--- src/design/weak_infeed_map.svh ---
`ifndef WEAK_INFEED_MAP_SVH
`define WEAK_INFEED_MAP_SVH
// Clock and tick
`define CLK_HZ 250000000
`define TICK_MS_HZ 1000
`define TICK_DIV ((`CLK_HZ / `TICK_MS_HZ) - 1)
`define TICK_DIV_W 18
// Setting widths (milliseconds, 0..30000)
`define MS_W 15
`define MS_MAX 15'h7530
// Defaults in milliseconds
`define REC_EXT_MS 15'h028a
`define RES_EXT_MS 15'h0258
`define RES_ALARM_MS 15'h2710
`define SP_DELAY_MS 15'h0190
`define MP_DELAY_MS 15'h03e8
`define RES_TRIP_MS 15'h01f4
// Voltage and current words
`define V_W 16
`define I_W 16
// Factor in hundredths, 10..100, default 70
`define FACT_W 7
`define FACT_DEF 7'h46
`define FACT_SCALE 100
// Threshold tracking: shift per tick from tau seconds
`define TAU_W 6
`define TAU_DEF 6'h05
`define TRACK_SH 10
// Residual threshold in mA
`define RES_THR_1A 16'h01f4
`define RES_THR_5A 16'h09c4
`endif

--- src/design/weak_infeed_pkg.sv ---
package weak_infeed_pkg;
    typedef enum logic [1:0] {
        FUNC_OFF = 2'h0,
        FUNC_ECHO_ONLY = 2'h1,
        FUNC_ECHO_TRIP = 2'h2
    } function_mode_e;
    typedef enum logic {
        DELAYED_ON = 1'h0,
        DELAYED_BY_RX_FAIL = 1'h1
    } delayed_mode_e;
endpackage

--- src/design/weak_infeed_trip_logic.sv ---
`timescale 1ns/1ps
`include "weak_infeed_map.svh"
// Behaviour
// RQ1 - Instant trip per phase on extended receive plus phase undervoltage
// RQ2 - Other picked-up protection blocks the affected phases
// RQ3 - Receive signal stretched by settable extension time
// RQ4 - Inverse-time overcurrent pickup latches phase against further pickup
// RQ5 - Receive, no undervoltage, residual over 500 ms gives three-pole trip
// RQ6 - Residual exceeded flag extended by settable time
// RQ7 - Residual alarm after residual stays high past alarm delay
// RQ8 - Residual threshold settable, default depends on transformer rating
// RQ9 - Instant stage works only while channel reports OK
// RQ10 - Per-phase block inputs inhibit instant stage for those phases
// RQ11 - Instant stage mode ON or OFF enables the instant stage
// RQ12 - Single-pole allow gives single-pole delayed trips
// RQ13 - Single-pole delayed trip may require residual exceeded
// RQ14 - Three-pole allow turns multi-phase pickup into three-pole trip
// RQ15 - Delayed stage picks up on undervoltage, trips after its delay
// RQ16 - Delayed stage mode ON or active only on channel failure
// RQ17 - Voltage failure blocks undervoltage phase selection entirely
// RQ18 - Undervoltage threshold is factor times phase-phase voltage
// RQ19 - Threshold tracks voltage through a slow first-order delay
// RQ20 - Phase below open-pole voltage is not reported undervoltage
// RQ21 - Shared-channel echo setting provided, default NO
// RQ22 - Function mode OFF, echo only or echo and trip
// RQ23 - Delayed stage block input inhibits delayed stage
// RQ24 - Separate per-phase single-pole trip outputs plus general trip
// RQ25 - All delays are counters of a common millisecond tick
// RQ26 - Function mode OFF or echo only suppresses all trip outputs
module weak_infeed_trip_logic
    import weak_infeed_pkg::*;
(
    input wire logic mclk_in,
    input wire logic nrst_in,
    input wire logic weak_feed_receive_in,
    input wire logic channel_ok_input_in,
    input wire logic [2:0] other_pickup_in,
    input wire logic [2:0] inverse_oc_pickup_in,
    input wire logic [2:0] phase_block_in,
    input wire logic delayed_stage_block_in,
    input wire logic voltage_failure_in,
    input wire logic [`V_W-1:0] phase_voltage_in [3],
    input wire logic [`V_W-1:0] phase_phase_voltage_in,
    input wire logic [`V_W-1:0] open_pole_voltage_in,
    input wire logic [`I_W-1:0] residual_current_in,
    input wire logic ct_5a_in,
    input wire logic [`FACT_W-1:0] undervoltage_factor_in,
    input wire logic [`TAU_W-1:0] tau_seconds_in,
    input wire logic [`MS_W-1:0] receive_extension_in,
    input wire logic [`MS_W-1:0] residual_flag_extension_in,
    input wire logic [`MS_W-1:0] residual_alarm_delay_in,
    input wire logic [`MS_W-1:0] single_pole_delay_in,
    input wire logic [`MS_W-1:0] multi_pole_delay_in,
    input wire logic [`I_W-1:0] residual_threshold_setting_in,
    input wire logic residual_threshold_default_in,
    input wire logic single_pole_allow_in,
    input wire logic single_pole_needs_residual_in,
    input wire logic three_pole_allow_in,
    input wire logic instant_stage_mode_in,
    input wire logic delayed_stage_mode_in,
    input wire logic shared_channel_echo_in,
    input wire logic [1:0] function_mode_in,
    output logic [2:0] undervoltage_out,
    output logic [2:0] instant_trip_out,
    output logic [2:0] single_pole_trip_out,
    output logic three_pole_trip_out,
    output logic residual_trip_out,
    output logic general_trip_out,
    output logic multi_pickup_out,
    output logic residual_alarm_out,
    output logic echo_single_channel_out
);
    logic rst_meta, rst_sync;
    always_ff @(posedge mclk_in or negedge nrst_in) begin
        if (!nrst_in) begin
            rst_meta <= 1'b0;
            rst_sync <= 1'b0;
        end else begin
            rst_meta <= 1'b1;
            rst_sync <= rst_meta;
        end
    end

    // Pin synchronisers: three stages, accept when last two agree
    localparam int NSYNC = 13;
    logic [NSYNC-1:0] pin_raw, s1, s2, s3, pin;
    assign pin_raw = {weak_feed_receive_in, channel_ok_input_in,
                      other_pickup_in, inverse_oc_pickup_in, phase_block_in,
                      delayed_stage_block_in, voltage_failure_in};
    always_ff @(posedge mclk_in or negedge rst_sync) begin
        if (!rst_sync) begin
            s1 <= '0;
            s2 <= '0;
            s3 <= '0;
            pin <= '0;
        end else begin
            s1 <= pin_raw;
            s2 <= s1;
            s3 <= s2;
            for (int k = 0; k < NSYNC; k++) begin
                if (s2[k] == s3[k]) begin
                    pin[k] <= s3[k];
                end
            end
        end
    end
    logic rx, ch_ok, dly_blk, vfail;
    logic [2:0] other_pu, inv_oc, ph_blk;
    assign rx = pin[12];
    assign ch_ok = pin[11];
    assign other_pu = pin[10:8];
    assign inv_oc = pin[7:5];
    assign ph_blk = pin[4:2];
    assign dly_blk = pin[1];
    assign vfail = pin[0];

    // Common millisecond tick
    logic [`TICK_DIV_W-1:0] div_cnt;
    logic tick;
    always_ff @(posedge mclk_in or negedge rst_sync) begin // RQ25
        if (!rst_sync) begin
            div_cnt <= '0;
            tick <= 1'b0;
        end else if (div_cnt == `TICK_DIV_W'(`TICK_DIV)) begin
            div_cnt <= '0;
            tick <= 1'b1;
        end else begin
            div_cnt <= div_cnt + 1'b1;
            tick <= 1'b0;
        end
    end

    function automatic logic [`MS_W-1:0] clamp_ms(input logic [`MS_W-1:0] v);
        clamp_ms = (v > `MS_MAX) ? `MS_MAX : v;
    endfunction

    // Slowly tracking reference of phase-phase voltage
    logic [`V_W+`TRACK_SH-1:0] track_acc;
    logic [`V_W-1:0] track_v;
    logic [`V_W+`TRACK_SH-1:0] track_in_ext;
    logic [`V_W+`TRACK_SH-1:0] track_step_up, track_step_dn;
    logic [`TAU_W-1:0] tau_eff;
    assign tau_eff = (tau_seconds_in == '0) ? `TAU_DEF : tau_seconds_in;
    assign track_v = track_acc[`V_W+`TRACK_SH-1:`TRACK_SH];
    assign track_in_ext = {phase_phase_voltage_in, `TRACK_SH'(0)};
    assign track_step_up = (track_in_ext - track_acc) / tau_eff;
    assign track_step_dn = (track_acc - track_in_ext) / tau_eff;
    logic track_loaded;
    always_ff @(posedge mclk_in or negedge rst_sync) begin // RQ19
        if (!rst_sync) begin
            track_acc <= '0;
            track_loaded <= 1'b0;
        end else if (!track_loaded) begin
            // Seed from the present voltage, not from zero
            track_acc <= track_in_ext;
            track_loaded <= 1'b1;
        end else if (tick) begin
            if (track_in_ext > track_acc) begin
                track_acc <= track_acc + (track_step_up >> `TRACK_SH);
            end else begin
                track_acc <= track_acc - (track_step_dn >> `TRACK_SH);
            end
        end
    end

    // Undervoltage per phase
    logic [`FACT_W-1:0] fact;
    logic [`V_W+`FACT_W-1:0] thr_prod;
    logic [`V_W-1:0] uv_thr;
    logic [2:0] uv;
    assign fact = (undervoltage_factor_in == '0) ? `FACT_DEF
                                                 : undervoltage_factor_in;
    assign thr_prod = track_v * fact;
    assign uv_thr = `V_W'(thr_prod / `FACT_SCALE); // RQ18
    genvar g;
    generate
        for (g = 0; g < 3; g++) begin : g_uv
            assign uv[g] = !vfail // RQ17
                && (phase_voltage_in[g] < uv_thr)
                && (phase_voltage_in[g] >= open_pole_voltage_in); // RQ20
        end
    endgenerate

    // Residual current detection
    logic [`I_W-1:0] res_thr;
    logic res_over;
    assign res_thr = residual_threshold_default_in
        ? (ct_5a_in ? `RES_THR_5A : `RES_THR_1A)
        : residual_threshold_setting_in; // RQ8
    assign res_over = residual_current_in > res_thr;

    // Timers
    logic [`MS_W-1:0] rx_cnt, res_ext_cnt, res_alm_cnt, res_trip_cnt;
    logic rx_ext, res_flag;
    assign rx_ext = rx || (rx_cnt != '0); // RQ3
    assign res_flag = res_over || (res_ext_cnt != '0); // RQ6
    always_ff @(posedge mclk_in or negedge rst_sync) begin
        if (!rst_sync) begin
            rx_cnt <= '0;
            res_ext_cnt <= '0;
        end else begin
            if (rx) begin
                rx_cnt <= clamp_ms(receive_extension_in); // RQ3
            end else if (tick && rx_cnt != '0) begin
                rx_cnt <= rx_cnt - 1'b1;
            end
            if (res_over) begin
                res_ext_cnt <= clamp_ms(residual_flag_extension_in); // RQ6
            end else if (tick && res_ext_cnt != '0) begin
                res_ext_cnt <= res_ext_cnt - 1'b1;
            end
        end
    end
    always_ff @(posedge mclk_in or negedge rst_sync) begin // RQ7
        if (!rst_sync) begin
            res_alm_cnt <= '0;
            residual_alarm_out <= 1'b0;
        end else if (!res_over) begin
            res_alm_cnt <= '0;
            residual_alarm_out <= 1'b0;
        end else begin
            if (res_alm_cnt >= clamp_ms(residual_alarm_delay_in)) begin
                residual_alarm_out <= 1'b1;
            end else if (tick) begin
                res_alm_cnt <= res_alm_cnt + 1'b1;
            end
        end
    end

    // Latch against pickup after inverse-time overcurrent
    logic [2:0] oc_latch;
    always_ff @(posedge mclk_in or negedge rst_sync) begin // RQ4
        if (!rst_sync) begin
            oc_latch <= '0;
        end else begin
            oc_latch <= oc_latch | inv_oc;
        end
    end

    logic trip_en;
    assign trip_en = (function_mode_in == FUNC_ECHO_TRIP); // RQ26
    logic [2:0] ph_ok, inst, dly_pu;
    assign ph_ok = ~other_pu & ~oc_latch; // RQ2
    assign inst = {3{rx_ext && ch_ok && instant_stage_mode_in}} // RQ9
        & uv & ph_ok & ~ph_blk; // RQ1 RQ10

    // Residual-only three-pole path
    logic res_cond;
    assign res_cond = rx_ext && (uv == 3'h0) && res_flag && trip_en;
    always_ff @(posedge mclk_in or negedge rst_sync) begin // RQ5
        if (!rst_sync) begin
            res_trip_cnt <= '0;
        end else if (!res_cond) begin
            res_trip_cnt <= '0;
        end else if (tick && res_trip_cnt <= `RES_TRIP_MS) begin
            res_trip_cnt <= res_trip_cnt + 1'b1;
        end
    end

    // Delayed stage
    logic dly_active, multi;
    logic [`MS_W-1:0] dly_cnt;
    assign dly_active = !dly_blk // RQ23
        && ((delayed_stage_mode_in == DELAYED_ON) || !ch_ok); // RQ16
    assign dly_pu = {3{dly_active}} & uv & ph_ok; // RQ15
    assign multi = (dly_pu[0] + dly_pu[1] + dly_pu[2]) > 2'h1;
    always_ff @(posedge mclk_in or negedge rst_sync) begin // RQ25
        if (!rst_sync) begin
            dly_cnt <= '0;
        end else if (dly_pu == 3'h0) begin
            dly_cnt <= '0;
        end else if (tick && dly_cnt != `MS_MAX) begin
            dly_cnt <= dly_cnt + 1'b1;
        end
    end
    logic sp_due, mp_due;
    assign sp_due = !multi && dly_pu != 3'h0
        && dly_cnt >= clamp_ms(single_pole_delay_in)
        && single_pole_allow_in // RQ12
        && (!single_pole_needs_residual_in || res_flag); // RQ13
    assign mp_due = multi && dly_cnt >= clamp_ms(multi_pole_delay_in)
        && three_pole_allow_in; // RQ14

    // Registered outputs
    always_ff @(posedge mclk_in or negedge rst_sync) begin
        if (!rst_sync) begin
            undervoltage_out <= '0;
            instant_trip_out <= '0;
            single_pole_trip_out <= '0;
            three_pole_trip_out <= 1'b0;
            residual_trip_out <= 1'b0;
            general_trip_out <= 1'b0;
            multi_pickup_out <= 1'b0;
            echo_single_channel_out <= 1'b0;
        end else begin
            undervoltage_out <= uv;
            multi_pickup_out <= multi;
            echo_single_channel_out <= shared_channel_echo_in; // RQ21
            instant_trip_out <= trip_en ? inst : 3'h0; // RQ11
            single_pole_trip_out <=
                (trip_en && sp_due) ? dly_pu : 3'h0; // RQ24
            residual_trip_out <= res_trip_cnt > `RES_TRIP_MS; // RQ5
            three_pole_trip_out <= trip_en
                && (mp_due || res_trip_cnt > `RES_TRIP_MS);
            general_trip_out <= trip_en && ((inst != 3'h0) || sp_due
                || mp_due || res_trip_cnt > `RES_TRIP_MS); // RQ22
        end
    end
endmodule

--- config.mk ---
export PLATFORM = sky130hd
export DESIGN_NAME = weak_infeed_trip_logic
export DESIGN_NICKNAME = d
export VERILOG_FILES = /design/src/design/weak_infeed_pkg.sv /design/src/design/weak_infeed_trip_logic.sv
export VERILOG_INCLUDE_DIRS = /design/src /design/src/design
export SDC_FILE = /design/constraint.sdc
export NUM_CORES = 1
export LEC_CHECK = 0
export BUFFER_PORTS_ARGS = -buffer_cell sky130_fd_sc_hd__buf_2
export CAP_MARGIN = 20
export CORE_MARGIN = 2
export CORE_UTILIZATION = 28
export CTS_CLUSTER_DIAMETER = 150
export DETAILED_ROUTE_END_ITERATION = 8
export PLACE_DENSITY = 0.43
export SETUP_SLACK_MARGIN = 0.02
export SYNTH_ARGS = -nofsm -noshare
export SYNTH_HDL_FRONTEND = slang
export SYNTH_SLANG_ARGS = --single-unit
export TNS_END_PERCENT = 30
--- constraint.sdc ---
create_clock -name mclk_in -period 8.9 [get_ports mclk_in]
set_input_delay 0.89 -clock mclk_in [delete_from_list [all_inputs] [get_ports mclk_in]]
set_output_delay 0.89 -clock mclk_in [all_outputs]
set_load 0.03 [all_outputs]
==> metrics.md, run 1 <==
| Metric | Value |
|---|---|
| Status | finished, violations left |
| Failing checks | setup timing |
| Adder-Cell Fraction of Synth Area | 0.2278 |
| Initial core utilization | 0.2832 |
| Port buffer count | around 240 |
| Core area | between 100000 and 150000 µm² |
| Prevailing post-synth register cell | dfrtp_1 |
| Clk slew on worst S/H paths | 0.09 ns |
| Die area | about 110000 µm² |
| Mean post-synth cell area | ~8.0 µm² |
| Filler cells | ~11000 |
| Worst Tran Pin Value | 0.8900 ns |
| HP Class | input port to async pin |
| Area of the mapped netlist | around 30000 µm² |
| Placement Rows | 120 |
| CP most frequent cell | o21a_1 |
| Multi-input gate area | approximately 26000 µm² |
| Max Slew Vio Count | 0 |
| Global-route wire length before repair | roughly 170000 µm |
| Max Root-Sink Buffers | 2 |
| Layout cells sized above 1 | 0.3897 |
| Grt ovf | 0 |
| Initial antenna violation count | 7 |
| CP max stage delay | roughly 0.41 ns |
| Layout Nets | about 6000 |
| Total CTS buffers | 17 |
| Fmax | 0.03179 GHz |
| Worst slack, placed | -24.72 ns |
| Mapped Cells | about 3800 |
| Largest net degree at the start of global routing | 69 |
| I/O pin cnt | 240 |
| Post-cts hold buffer count | 0 |
| Ys Warns | 0 |
| Met2 routed WL | between 40000 and 50000 µm |
| N_diodes | 0 |
| XOR/XNOR Fraction of Synth Area | 0.05560 |
| Synth Area in Simple Gates | 0.2243 |
| Area Growth Syn to Fin | 47.81% |
| RSZ-0062 raised after global routing | true |
| Non-filler cells, final | 6671 |
| DRT Wirelength | 103800 µm |
| DR iter-0 viols | about 1400 |
| Largest family of logic cells by synthesized area | compound AO/OA/AOI/OAI gates |
| Netlist cell types | between 150 and 200 |
| Max Cap Viol | 0 |
| CTS root buffer | clkbuf_16 |
| Final critical-path share of the clock period | 3.534 |
| Wl on met1 | ~51000 µm |
| Antenna-violating nets left | 0 |
| Worst relative slew slack | 0.4067 |
| Die H | roughly 330 µm |
| Crit start category | input port |
| Final instance area | 45000 µm² |
| Setup slack after layout | -22.55 ns |
| Routed wire length per instance | around 16 µm |
| Sequential fraction of the synthesis area | 0.1586 |
| Final hold violation count | 0 |
| Seq cells post-synth | roughly 190 |
| Most frequent cells in the layout | buf_4, ha_1, nor2_1, nand2_1, buf_2 |
| CTS tree | yes |
| Placement Cell Area | about 42000 µm² |
| EDFF count, synth | 0 |
| Worst Path Buf+Inv | 12 |
| Crit-path leading delay family | compound AO/OA/AOI/OAI gates |
| Crit-path max FO | 7 |
| Setup TNS | -864.42 ns |
| Commonest non-fill, non-tap cell in the layout | buf_4 |
| Post-synthesis mux area share | 0.03353 |
| GRT Resource Usage Total | 0.1823 |
| Clock latency on the worst-skew pair | just under 0.5 ns |
| Max Clock Skew | approximately 0.014 ns |
| Final Wtd Congestion | just under 0.9 |
| Slowest cell on crit path | or3_4 |
| DRT Pass-1 Iters | 5 |
| Placed cells | roughly 6400 |
| WL met3 | 3272 µm |
| Via count | between 30000 and 40000 |
| Half-perimeter wire length after placement | 84680 µm |
| Avg Vias per Cell | between 4 and 5 |
| CP required | 9.26 ns |
| DRC | 0 |
| Vias in the first global route | ~32000 |
| Final Critical Period | between 30 and 40 ns |
| Max layer used | met5 |
| Critical Path Sink Type | flip-flop |
| Worst path arrival time | ~32 ns |
| Post-synthesis compound-gate area fraction | 0.2495 |
| WS Path Type | input port to flip-flop |
| Htree depth | 4 |
| FF/Latch Area | 4833 µm² |
| Post-synth ARST share | 1.000 |
| Endpoints failing setup | 68 |
| Clock Sinks | between 150 and 200 |
| Die X | approximately 330 µm |
-- repair_timing --
action | 4_1_cts | 5_1_grt
gates resized for setup | 126 | 135
buffers inserted | 123 | 82
pin swaps | 159 | 191
setup endpoints to repair | 68 | 68
hold endpoints to repair | 0 | 0
cloned | 1 | 0
-- area by class of cell --
type / instances / share of cell area
clock buffer: 17 / 0.009453
clock inverter: 15 / 0.005116
inverter: 238 / 0.01991
multi-input combinational: 3257 / 0.5712
sequential: 193 / 0.1074
tap: 1403 / 0.03901
timing repair buffer: 1548 / 0.2479
-- flip-flops by register name, indices dropped and copies added (netlist names), 3 cells and up --
signal and count:
track_acc 26, div_cnt 18, dly_cnt 15, res_alm_cnt 15, res_ext_cnt 15, res_trip_cnt 15, rx_cnt 15, pin 13
s1 13, s2 13, s3 13, instant_trip_out 3, oc_latch 3, single_pole_trip_out 3, undervoltage_out 3
-- synthesized netlist by cell type, types with 77 or more instances --
| master | n | area share |
|---|---|---|
| ha_1 | 423 | 0.17 |
| inv_1 | 234 | 0.029 |
| o21ai_0 | 190 | 0.031 |
| xnor2_1 | 129 | 0.037 |
| nor3_1 | 178 | 0.029 |
| and2_1 | 77 | 0.016 |
| nor2_1 | 346 | 0.043 |
| nand2_1 | 267 | 0.033 |
| dfrtp_1 | 193 | 0.16 |
| o21a_1 | 132 | 0.033 |
| nand3_1 | 84 | 0.014 |
| a21oi_1 | 282 | 0.046 |
-- logic make-up (layout without fill, tap and decap cells) --
logic type,Yosys count,in the layout
buf+inv,338,1818
simple gates,1343,1343
other cells,1,2
mux,94,94
flops,193,193
fa+ha+maj,516,516
compound gates,1113,1113
xor+xnor,189,189
-- stage by stage --
| step | util | hold WS, ns |
|---|---|---|
| after floorplan | - | 0.3312 |
| after detailed placement | 0.3869 | 0.3347 |
| after CTS | 0.4061 | 0.1022 |
| final | 0.4186 | 0.1595 |
| after global placement | 0.3869 | 0.3326 |
| after global routing | 0.4186 | 0.1212 |
-- layer usage --
| metal | vias to the layer above | global-route usage |
|---|---|---|
| li1 | 16775 | - |
| met1 | 15376 | 0.2520 |
| met3 | 77 | 0.01879 |
| met2 | 511 | 0.3094 |
| met5 | - | 0 |
| met4 | 6 | 0.03134 |
-- path summary, 6_finish.rpt --
path	start	end	slack, ns	depth (start not counted)
worst max-delay path	phase_phase_voltage_in[1]	track_acc[25]	-22.55	187
worst min-delay path	nrst_in	rst_sync	0.16	1
worst max register to register	track_acc[11]	track_acc[25]	-22.51	185
worst min register to register	s1[11]	s2[11]	0.35	0
max in group asynchronous	rst_sync	track_acc[8]	6.99	1
min in group mclk_in	s1[11]	s2[11]	0.35	0
Power of run 1 is not shown: default switching activity piles up to over one toggle a cycle in this logic, so the estimate is an artifact.
==> run 2, diff against run 1 <==
RECOVER_POWER = 25   (was unset)
==> metrics.md, run 2 (synthesis results as in run 1) <==
| Metric | Value |
|---|---|
| Global-route wire length before repair | 166100 µm (unchanged) |
| Half-perimeter wire length after placement | 84680 µm (unchanged) |
| N_diodes | 0 (unchanged) |
| Area Growth Syn to Fin | 47.78% (about the same) |
| Top flop regs | track_acc (26), div_cnt (18) |
| Final Wtd Congestion | 0.8678 (unchanged) |
| Max FFs per register | 26 (unchanged) |
| Status | finished, violations left |
| Max Clock Skew | 0.01407 ns (+0.0004833 ns) |
| DRC | 0 (unchanged) |
| Largest net degree at the start of global routing | 69 (unchanged) |
| Commonest non-fill, non-tap cell in the layout | buf_4 |
| Endpoints failing setup | 68 (unchanged) |
| DR iter-0 viols | 1443 (+0.069%) |
| CP required | 9.26 ns (about the same) |
| Routed wire length per instance | 15.56 µm (about the same) |
| Initial antenna violation count | 7 (unchanged) |
| Vias in the first global route | 32059 (unchanged) |
| Max Slew Vio Count | 69 (+69) |
| Die H | 333.8 µm (unchanged) |
| Core area | 107500 µm² (unchanged) |
| Worst relative slew slack | -0.8205 (-1.227) |
| Max Root-Sink Buffers | 2 (unchanged) |
| Crit start category | input port |
| Via count | 32725 (-0.061%) |
| Failing checks | capacitance limit, slew limit, setup timing |
| Port buffer count | 239 (unchanged) |
| Worst Tran Pin Value | 2.731 ns (+1.841 ns) |
| Post-cts hold buffer count | 0 (unchanged) |
| Max Cap Viol | 1 (+1) |
| Filler cells | 11022 (+0.018%) |
| Setup slack after layout | -22.56 ns (-0.003600 ns) |
| Placement Rows | 120 (unchanged) |
| DRT Pass-1 Iters | 5 (unchanged) |
| CP max stage delay | 0.41 ns (about the same) |
| Clock Sinks | 193 (unchanged) |
| Clk slew on worst S/H paths | 0.09 ns (about the same) |
| Worst R2R Setup Slack | -22.52 ns (about the same) |
| I/O pin cnt | 240 (unchanged) |
| Die X | 333.8 µm (unchanged) |
| Slowest cell on crit path | or3_4 |
| Final critical-path share of the clock period | 3.535 (about the same) |
| HP Class | input port to async pin |
| Final Critical Period | 31.46 ns (+0.003600 ns) |
| Worst-case reg-to-reg path depth | 185 (unchanged) |
| Final hold violation count | 0 (unchanged) |
| Die area | 111400 µm² (unchanged) |
| Total CTS buffers | 17 (unchanged) |
| DRT Wirelength | 103800 µm (about the same) |
| Fmax | 0.03179 GHz (about the same) |
| Layout Nets | 5974 (unchanged) |
| Initial core utilization | 0.2832 (unchanged) |
| Worst reg2reg path endpoint | track_acc[25] |
| Antenna-violating nets left | 0 (unchanged) |
| Worst slack, placed | -24.72 ns (unchanged) |
| Crit-path max FO | 7 (unchanged) |
| Critical Path Sink Type | flip-flop |
| GRT Resource Usage Total | 0.1823 (unchanged) |
| Layout cells sized above 1 | 0.3888 (-0.0009491) |
| Grt ovf | 0 (unchanged) |
| Most frequent cells in the layout | buf_4, ha_1, nor2_1, nand2_1, buf_2 |
| Htree depth | 4 (unchanged) |
| Clock latency on the worst-skew pair | 0.49 ns (about the same) |
| WS Path Type | input port to flip-flop |
| CP most frequent cell | o21a_1 |
| Avg Vias per Cell | 4.906 (about the same) |
| CTS root buffer | clkbuf_16 |
| Biggest register | track_acc |
| CTS tree | yes |
| RSZ-0062 raised after global routing | true |
| Hold_ws | 0.1592 ns (-0.0003530 ns) |
| Worst path arrival time | 31.82 ns (about the same) |
| FF-to-FF Start | track_acc[11] |
run 2: changes by cell type in the layout (fill, tap and decap cells not counted), sizes merged:
| cell | delta |
|---|---|
| buf | -4 |
| clkbuf | +4 |
run 2: layout make-up:
type | count | area (µm²) | share of cell area
sequential | 193 | 4830 | 0.1073
inverter | 238 | 895.9 | 0.01991
clock buffer | 17 | 425.4 | 0.009455
timing repair buffer | 1548 | 11150 | 0.2479
multi-input combinational | 3257 | 25700 | 0.5713
tap | 1403 | 1755 | 0.03902
clock inverter | 15 | 230.2 | 0.005117
run 2: timing repair:
action	4_1_cts	5_1_grt
cloned	1	0
buffers inserted	123	82
pin swaps	159	191
resized for setup	126	135
setup endpoints to repair	68	68
run 2: layer usage:
metal / GRT usage / up-vias / wire length, µm
met2: 0.3094 / 513 / 48230
li1: - / 16782 / -
met1: 0.2520 / 15347 / 50410
met3: 0.01879 / 77 / 3791
met4: 0.03134 / 6 / 1323
met5: 0 / - / 37
run 2: how the worst max path moves through the flow:
stage	start	to	slack [ns]	cells past startpoint
after floorplan	phase_phase_voltage_in[0]	track_acc[25]	-23.49	200
after global placement	phase_phase_voltage_in[1]	track_acc[25]	-24.41	186
after detailed placement	phase_phase_voltage_in[1]	track_acc[25]	-24.72	185
after CTS	track_acc[11]	track_acc[25]	-22.18	187
after global routing	track_acc[11]	track_acc[25]	-24.58	186
final	phase_phase_voltage_in[1]	track_acc[25]	-22.56	187
run 2: critical path, delay by kind of cell:
kind / cells / cell delay [ns]
AO/OA/AOI/OAI: 112 / 18.20
AND/OR/NAND/NOR: 39 / 5.23
adder cells (fa/ha/maj): 18 / 4.63
buffers and inverters: 12 / 1.33
multiplexers: 4 / 1.20
XOR/XNOR: 2 / 0.30
run 2: metrics by stage:
step | utilization | instance area (µm²) | TNS (ns) | cells
CTS | 0.4061 | 43660 | -870.76 | 6590
global route | 0.4185 | 44990 | -945.96 | 6671
finish | 0.4185 | 44990 | -864.82 | 6671
global placement | 0.3869 | 41590 | -952.55 | 6438
floorplan | - | 31010 | -863.99 | 3788
detailed placement | 0.3869 | 41590 | -957.14 | 6438
Power of run 2 is left out for the same reason.
